<file path="src/common/acsp_pkg.sv">
// Summary of operation
// - Plain mode: select index picks input, ground-referenced
// - Common mode: codes 0-6 against input 8
// - Pair mode ignores common bit; even positive
// - Pair codes 4/5 route half/full reference
// - Acquire after conversion until start pin falls or soft-start delay ends
// - Cap reference: ground, or negative input
// - Address bit resets to zero
// - Ten-bit control word, fixed field order
// - Common bit honoured only outside pair mode
// - Drop words whose address bit mismatches
package acsp_pkg;

  localparam int unsigned MCLK_PERIOD_PS = 4000;

  // Register indices on the plain port
  localparam int unsigned ADDR_W      = 2;
  localparam int unsigned DATA_W      = 16;
  localparam logic [1:0]  CTRL_ADDR   = 2'h0;
  localparam logic [1:0]  STATUS_ADDR = 2'h1;

  // Control word layout
  localparam int unsigned CTRL_W        = 10;
  localparam int unsigned CW_ADDR_BIT   = 9;
  localparam int unsigned CW_PD_HI      = 8;
  localparam int unsigned CW_PD_LO      = 7;
  localparam int unsigned CW_COMMON_REF = 6;
  localparam int unsigned CW_PAIR_MODE  = 5;
  localparam int unsigned CW_CHAN_HI    = 4;
  localparam int unsigned CW_CHAN_LO    = 2;
  localparam int unsigned CW_CONV_START = 1;
  localparam int unsigned CW_EXT_REF    = 0;
  localparam logic [9:0]  CTRL_RESET    = 10'h000;

  // Status word layout
  localparam int unsigned ST_CONVERTING = 0;
  localparam int unsigned ST_ACQ_SHORT  = 1;
  localparam int unsigned ST_POS_LO     = 2;
  localparam int unsigned ST_NEG_LO     = 5;
  localparam int unsigned ST_NEG_GND    = 8;
  localparam int unsigned ST_TEST_LO    = 9;

  // Timing
  localparam int unsigned ACQ_MIN_NS    = 100;
  localparam int unsigned SOFT_START_NS = 400;
  localparam logic [7:0]  ACQ_MIN_CYC   =
    8'((ACQ_MIN_NS * 1000 + MCLK_PERIOD_PS - 1) / MCLK_PERIOD_PS);
  localparam logic [7:0]  SOFT_START_CYC =
    8'((SOFT_START_NS * 1000 + MCLK_PERIOD_PS - 1) / MCLK_PERIOD_PS);

  // Pair-mode special codes and common-mode negative index
  localparam logic [2:0]  PAIR_PAIRS_MAX = 3'h3;
  localparam logic [2:0]  PAIR_TEST_HALF = 3'h4;
  localparam logic [2:0]  PAIR_TEST_FULL = 3'h5;
  localparam logic [2:0]  COMMON_NEG_IDX = 3'h7;

  typedef enum logic [1:0] {
    ACSP_TEST_NONE = 2'h0,
    ACSP_TEST_HALF = 2'h1,
    ACSP_TEST_FULL = 2'h2
  } acsp_test_t;

  // Gray along the pin-driven acquire <-> convert loop
  typedef enum logic [1:0] {
    ACSP_ACQ  = 2'h0,
    ACSP_CONV = 2'h1,
    ACSP_WAIT = 2'h2
  } acsp_phase_t;

endpackage

</file>
<file path="src/verilog/acsp_decode.sv">
`timescale 1ns/100ps
module acsp_decode (
  input  wire logic                common_ref, // Common-reference bit
  input  wire logic                pair_mode,  // Pair-mode bit
  input  wire logic [2:0]          chan_sel,   // Channel select code
  output      logic                sel_valid,  // Code defines a selection
  output      logic [2:0]          pos_idx,    // Positive input index
  output      logic [2:0]          neg_idx,    // Negative input index
  output      logic                neg_gnd,    // Negative side is ground
  output      acsp_pkg::acsp_test_t test_sel  // Internal test source
);
  import acsp_pkg::*;

  always_comb begin
    sel_valid = 1'b1;
    pos_idx   = chan_sel;
    neg_idx   = 3'h0;
    neg_gnd   = 1'b1;
    test_sel  = ACSP_TEST_NONE;
    if (pair_mode) begin
      neg_gnd = 1'b0;
      if (chan_sel <= PAIR_PAIRS_MAX) begin
        pos_idx = {chan_sel[1:0], 1'b0};
        neg_idx = {chan_sel[1:0], 1'b1};
      end else if (chan_sel == PAIR_TEST_HALF) begin
        test_sel = ACSP_TEST_HALF;
      end else if (chan_sel == PAIR_TEST_FULL) begin
        test_sel = ACSP_TEST_FULL;
      end else begin
        sel_valid = 1'b0;
      end
    end else if (common_ref) begin
      neg_gnd = 1'b0;
      neg_idx = COMMON_NEG_IDX;
      // Code 7 would measure input 8 against itself
      sel_valid = (chan_sel != COMMON_NEG_IDX);
    end else begin
      neg_gnd = 1'b1;
    end
  end

endmodule

</file>
<file path="src/verilog/acsp_top.sv">
`timescale 1ns/100ps
module acsp_top
  import acsp_pkg::*;
(
  input  wire logic                  MCLK,         // 250 MHz clock
  input  wire logic                  SYS_RST,      // Async reset, high
  input  wire logic [1:0]            REG_ADDR,     // Register index
  input  wire logic [15:0]           REG_WDATA,    // Write data
  input  wire logic                  REG_WR,       // Write strobe
  input  wire logic                  REG_RD,       // Read strobe
  output      logic [15:0]           REG_RDATA,    // Read data, next cycle
  input  wire logic                  PACKAGE_ADDR, // Address strap pin
  input  wire logic                  CONV_START_N, // Conversion start
  input  wire logic                  CONV_DONE,    // Converter finished
  output      logic                  SAMPLE_EN,    // Acquisition phase
  output      logic                  CONVERTING,   // Conversion phase
  output      logic                  CAP_TO_NEG,   // Cap ref on neg input
  output      logic [2:0]            POS_SEL,      // Positive input index
  output      logic [2:0]            NEG_SEL,      // Negative input index
  output      logic                  NEG_GND,      // Negative side ground
  output      acsp_pkg::acsp_test_t  TEST_SEL,     // Internal test source
  output      logic [1:0]            PD_MODE,      // Power-down bits
  output      logic                  EXT_REF_EN    // External reference
);
  import acsp_pkg::*;

  typedef struct packed {
    logic [9:0]  ctrl;
    acsp_phase_t phase;
    logic        start_n_prev;
    logic [7:0]  acq_cnt;
    logic [7:0]  soft_cnt;
    logic        acq_short;
    logic [2:0]  pos;
    logic [2:0]  neg;
    logic        neg_gnd;
    acsp_test_t  test;
    logic        sample_en;
    logic        converting;
    logic        cap_to_neg;
    logic [15:0] rdata;
  } acsp_state_t;

  localparam acsp_state_t STATE_RESET = '{
    ctrl:         CTRL_RESET,
    phase:        ACSP_ACQ,
    start_n_prev: 1'b1,
    acq_cnt:      8'h00,
    soft_cnt:     8'h00,
    acq_short:    1'b0,
    pos:          3'h0,
    neg:          3'h0,
    neg_gnd:      1'b1,
    test:         ACSP_TEST_NONE,
    sample_en:    1'b1,
    converting:   1'b0,
    cap_to_neg:   1'b0,
    rdata:        16'h0000
  };

  acsp_state_t state_q;
  acsp_state_t state_d;

  logic        wr_ctrl;
  logic        addr_ok;
  logic        dec_valid;
  logic [2:0]  dec_pos;
  logic [2:0]  dec_neg;
  logic        dec_gnd;
  acsp_test_t  dec_test;
  logic        start_fall;
  logic        go_conv;
  logic [15:0] status_word;

  assign wr_ctrl = REG_WR && (REG_ADDR == CTRL_ADDR);
  assign addr_ok = (REG_WDATA[CW_ADDR_BIT] == PACKAGE_ADDR);
  assign start_fall = state_q.start_n_prev && !CONV_START_N;

  acsp_decode u_decode (
    .common_ref (REG_WDATA[CW_COMMON_REF]),
    .pair_mode  (REG_WDATA[CW_PAIR_MODE]),
    .chan_sel   (REG_WDATA[CW_CHAN_HI:CW_CHAN_LO]),
    .sel_valid  (dec_valid),
    .pos_idx    (dec_pos),
    .neg_idx    (dec_neg),
    .neg_gnd    (dec_gnd),
    .test_sel   (dec_test)
  );

  always_comb begin
    status_word = 16'h0000;
    status_word[ST_CONVERTING]            = state_q.converting;
    status_word[ST_ACQ_SHORT]             = state_q.acq_short;
    status_word[ST_POS_LO +: 3]           = state_q.pos;
    status_word[ST_NEG_LO +: 3]           = state_q.neg;
    status_word[ST_NEG_GND]               = state_q.neg_gnd;
    status_word[ST_TEST_LO +: 2]          = state_q.test;
  end

  always_comb begin
    state_d = state_q;
    go_conv = 1'b0;
    state_d.start_n_prev = CONV_START_N;

    if (wr_ctrl && addr_ok) begin
      state_d.ctrl = REG_WDATA[CTRL_W-1:0];
      // Selection moves only with a defined code
      if (dec_valid) begin
        state_d.pos     = dec_pos;
        state_d.neg     = dec_neg;
        state_d.neg_gnd = dec_gnd;
        state_d.test    = dec_test;
      end
    end

    if (state_q.acq_cnt != ACQ_MIN_CYC) begin
      state_d.acq_cnt = state_q.acq_cnt + 8'h01;
    end

    unique case (state_q.phase)
      ACSP_ACQ: begin
        if (start_fall) begin
          go_conv = 1'b1;
        end else if (wr_ctrl && addr_ok && REG_WDATA[CW_CONV_START]) begin
          // Delay lets a new channel settle before the hold
          state_d.phase    = ACSP_WAIT;
          state_d.soft_cnt = 8'h01;
        end
      end
      ACSP_WAIT: begin
        if (start_fall || state_q.soft_cnt == SOFT_START_CYC) begin
          go_conv = 1'b1;
        end else begin
          state_d.soft_cnt = state_q.soft_cnt + 8'h01;
        end
      end
      ACSP_CONV: begin
        if (CONV_DONE) begin
          state_d.phase   = ACSP_ACQ;
          state_d.acq_cnt = 8'h00;
          state_d.ctrl[CW_CONV_START] = 1'b0;
        end
      end
      default: begin
        state_d.phase = ACSP_ACQ;
      end
    endcase

    if (go_conv) begin
      state_d.phase = ACSP_CONV;
      // Flag a hold before settling ends
      if (state_q.acq_cnt != ACQ_MIN_CYC) begin
        state_d.acq_short = 1'b1;
      end
    end else if (REG_WR && REG_ADDR == STATUS_ADDR
                 && REG_WDATA[ST_ACQ_SHORT]) begin
      // Clear loses to a same-cycle event
      state_d.acq_short = 1'b0;
    end

    state_d.sample_en  = (state_d.phase != ACSP_CONV);
    state_d.converting = (state_d.phase == ACSP_CONV);
    state_d.cap_to_neg = state_d.converting && !state_d.neg_gnd;

    state_d.rdata = 16'h0000;
    if (REG_RD) begin
      unique case (REG_ADDR)
        CTRL_ADDR:   state_d.rdata = {6'h00, state_q.ctrl};
        STATUS_ADDR: state_d.rdata = status_word;
        default:     state_d.rdata = 16'h0000;
      endcase
    end
  end

  always_ff @(posedge MCLK or posedge SYS_RST) begin
    if (SYS_RST) begin
      state_q <= STATE_RESET;
    end else begin
      state_q <= state_d;
    end
  end

  assign REG_RDATA  = state_q.rdata;
  assign SAMPLE_EN  = state_q.sample_en;
  assign CONVERTING = state_q.converting;
  assign CAP_TO_NEG = state_q.cap_to_neg;
  assign POS_SEL    = state_q.pos;
  assign NEG_SEL    = state_q.neg;
  assign NEG_GND    = state_q.neg_gnd;
  assign TEST_SEL   = state_q.test;
  assign PD_MODE    = state_q.ctrl[CW_PD_HI:CW_PD_LO];
  assign EXT_REF_EN = state_q.ctrl[CW_EXT_REF];

endmodule
</file>
<file path="config.mk">
export PLATFORM = sky130hd
export DESIGN_NAME = acsp_top
export DESIGN_NICKNAME = d
export VERILOG_FILES = /design/src/common/acsp_pkg.sv /design/src/verilog/acsp_decode.sv /design/src/verilog/acsp_top.sv
export SDC_FILE = /design/constraint.sdc
export NUM_CORES = 1
export LEC_CHECK = 0
export ABC_AREA = 1
export BUFFER_PORTS_ARGS = -buffer_cell sky130_fd_sc_hd__buf_2
export CELL_PAD_IN_SITES_DETAIL_PLACEMENT = 1
export CELL_PAD_IN_SITES_GLOBAL_PLACEMENT = 1
export CORE_AREA = 2 2 93 95
export DETAILED_ROUTE_END_ITERATION = 10
export DIE_AREA = 0 0 95 97
export GPL_TIMING_DRIVEN = 0
export PLACE_DENSITY = 0.65
export SETUP_SLACK_MARGIN = 0.1
export SYNTH_ARGS = -nofsm -noshare
export SYNTH_HDL_FRONTEND = slang
export SYNTH_SLANG_ARGS = --single-unit
</file>
<file path="constraint.sdc">
create_clock -name MCLK -period 2.7 [get_ports MCLK]
set_clock_uncertainty 0.05 [all_clocks]
set_input_delay 0.675 -clock MCLK [delete_from_list [all_inputs] [get_ports MCLK]]
set_output_delay 0.675 -clock MCLK [all_outputs]
set_load 0.02 [all_outputs]
</file>
==> qor.csv <==
metric,value,unit
outcome,completed,
synth_top_family_by_area,simple AND/OR/NAND/NOR gates,
drive_above_1_share,28.1,%
die_y,97,µm
grt-ovfl-total,0,
hold_viol,0,
synthMuxAreaShare,0,%
clk_pin_slew,100,ps
synth_seq_cells,53,
syn2layout_area_growth,17.2,%
final_util,40.1,%
rows,33,
drcViolationCount,0,
met3_usage,3.12,%
relSlewSlack,56.6,%
clk_latency,310,ps
setup_violations,0,
wl,6.65,mm
path_class,register to primary output,
r2r_slack,980,ps
antennaDiodeCount,0,
seqCellArea,1330,µm²
fin_nets,416,
synthCells,332,
hold_class,input port to asynchronous set/reset pin,
firstDrtPassIters,4,
tightest_slew,649,ps
cp.required,1980,ps
synthAdderAreaFrac,1.80,%
ir_drop,0.213,mV
synth_compound_area_share,6.92,%
initial_utilization,34.2,%
design.core.area,8130,µm²
drv_cap,0,
fmax,563,MHz
grt_busiest_layer,met1,
tns,0,ps
cts_sinks,53,
drt-initial-drc-count,88,
grt_pass1_wl,11.2,mm
fin_total_pwr,0.00206,W
drv_slew,0,
portBuffers,43,
p_leak,1.72,nW
postCtsSetupRepairBufs,0,
synth_flop_cell,dfrtp_1,
synth_seq_area_share,47.8,%
syn_avg_cell_area,8.39,µm²
fill_cells,1025,
wl_per_cell,13.5,µm
root_buffer,clkbuf_8,
numCtsBuffers,5,
final_common_cell,nand2_1,
antenna_found_initial,0,
cts_hold_buffers,0,
pre_cts_slack,830,ps
synth-simple-area-share,28.0,%
worst-path-max-fanout,3,
min_period,1770,ps
synth-xor-area-share,2.47,%
fin_ws,925,ps
grt_use_met2,22.9,%
r2r-start,state_q[29]$_DFFE_PP0P_,
grt_pass1_vias,2269,
clk_path_buf_depth,2,
mostFrequentLayoutCells,"89 x nand2_1, 50 x dfrtp_1, 45 x buf_2, 32 x nand3_1, 28 x inv_1",
gp_congestion,0.762,
placed_area,3170,µm²
yosysWarnings,0,
use_met1,22.9,%
critPathLaunchType,register,
grt_max_degree,30,
powerDensity,632,nW/µm²
antenna_left,0,
design_area,3260,µm²
dp_hpwl,5.15,mm
worstRegToRegCells,8,
grt_setup_unrepaired,false,
die_w,95,µm
via_per_inst,4.51,
min_period_over_period,65.7,%
ys_types,34,
netlist_area,2780,µm²
via_count,2222,
multi_input_area,1110,µm²
pin_count,56,
cts_resized,0,
crit_arrival,1050,ps
h-tree-depth,2,
r2r_end,state_q[36]$_DFFE_PP0P_,
ys_async_sr_fraction,100,%
end_kind,primary output,
die_area,9220,µm²
synth_edf_count,0,
grt_usage,15.5,%
cts_tree,done,
## registers in the layout (all words and copies together), names as in the netlist
register    count
CAP_TO_NEG      1
CONVERTING      1
EXT_REF_EN      1
NEG_GND         1
NEG_SEL         3
PD_MODE         2
POS_SEL         3
REG_RDATA      11
SAMPLE_EN       1
TEST_SEL        2
state_q        27
## final cells by class
type                            count  area share (%)
Buffer                             32            6.98
Clock buffer                        6            2.53
Clock inverter                      2           0.422
Inverter                           34            3.99
Multi-Input combinational cell    217            34.1
Sequential cell                    53            40.8
Tap cell                          105            4.03
Timing Repair Buffer               44            7.21
## synthesized netlist by cell type (3+ instances only)
master,n,share of area (%)
buf_4,26,7.0
dfrtp_1,50,45
nand4_1,4,0.90
a21oi_1,5,0.90
xor2_1,4,1.3
nand2_4,5,2.0
inv_2,4,0.54
dfstp_2,3,2.8
nand3_1,32,5.8
o21ai_2,4,1.3
inv_1,29,3.9
clkbuf_1,3,0.40
o21ai_0,19,3.4
nand2_1,89,12
nor2_1,26,3.5
ha_1,4,1.8
nor3_1,3,0.54
## worst max path at each step
stage / startpoint / endpoint / slack [ps] / cells past startpoint
2_1_floorplan: SYS_RST / CAP_TO_NEG$_DFF_PP0_ / 690 / 1
3_3_place_gp: SYS_RST / state_q[35]$_DFFE_PP0P_ / -70 / 2
3_5_place_dp: REG_ADDR[1] / state_q[35]$_DFFE_PP0P_ / 830 / 9
4_1_cts: NEG_GND$_DFF_PP1_ / NEG_GND / 920 / 1
5_1_grt: state_q[29]$_DFFE_PP0P_ / state_q[31]$_DFFE_PP0P_ / 840 / 8
6_report: PD_MODE[1]$_DFFE_PP0N_ / PD_MODE[1] / 930 / 2
## critical path: stages, from the launching register on
cell     delay, ps
dfrtp_1        440
buf_4          160
buf_2          150
## layer usage
metal	vias to the layer above	wire, µm	share of wire, %
met5	-	0	0
met4	0	84	1.3
met3	7	241	3.6
met2	39	2950	44
met1	1052	3380	51
li1	1124	-	-
## per-stage QoR
| stage | instances | hold WS (ps) |
|---|---|---|
| 6_report | 493 | 385 |
| 3_3_place_gp | 484 | 417 |
| 4_1_cts | 493 | 404 |
| 2_1_floorplan | 336 | 399 |
| 3_5_place_dp | 485 | 434 |
| 5_1_grt | 493 | 411 |
## logic make-up after synthesis
group	after synthesis
AND/OR/NAND/NOR	169
buffers and inverters	66
flip-flops	53
AO/OA/AOI/OAI	32
XOR/XNOR	7
adder cells (fa/ha/maj)	4
other	1
## power by group
group,total [W],internal (W),switching [W]
Sequential,0.00104,0.000920,0.000115
Combinational,0.000546,0.000223,0.000323
Clock,0.000479,0.000209,0.000271
Power figures use the tool's default switching activity.
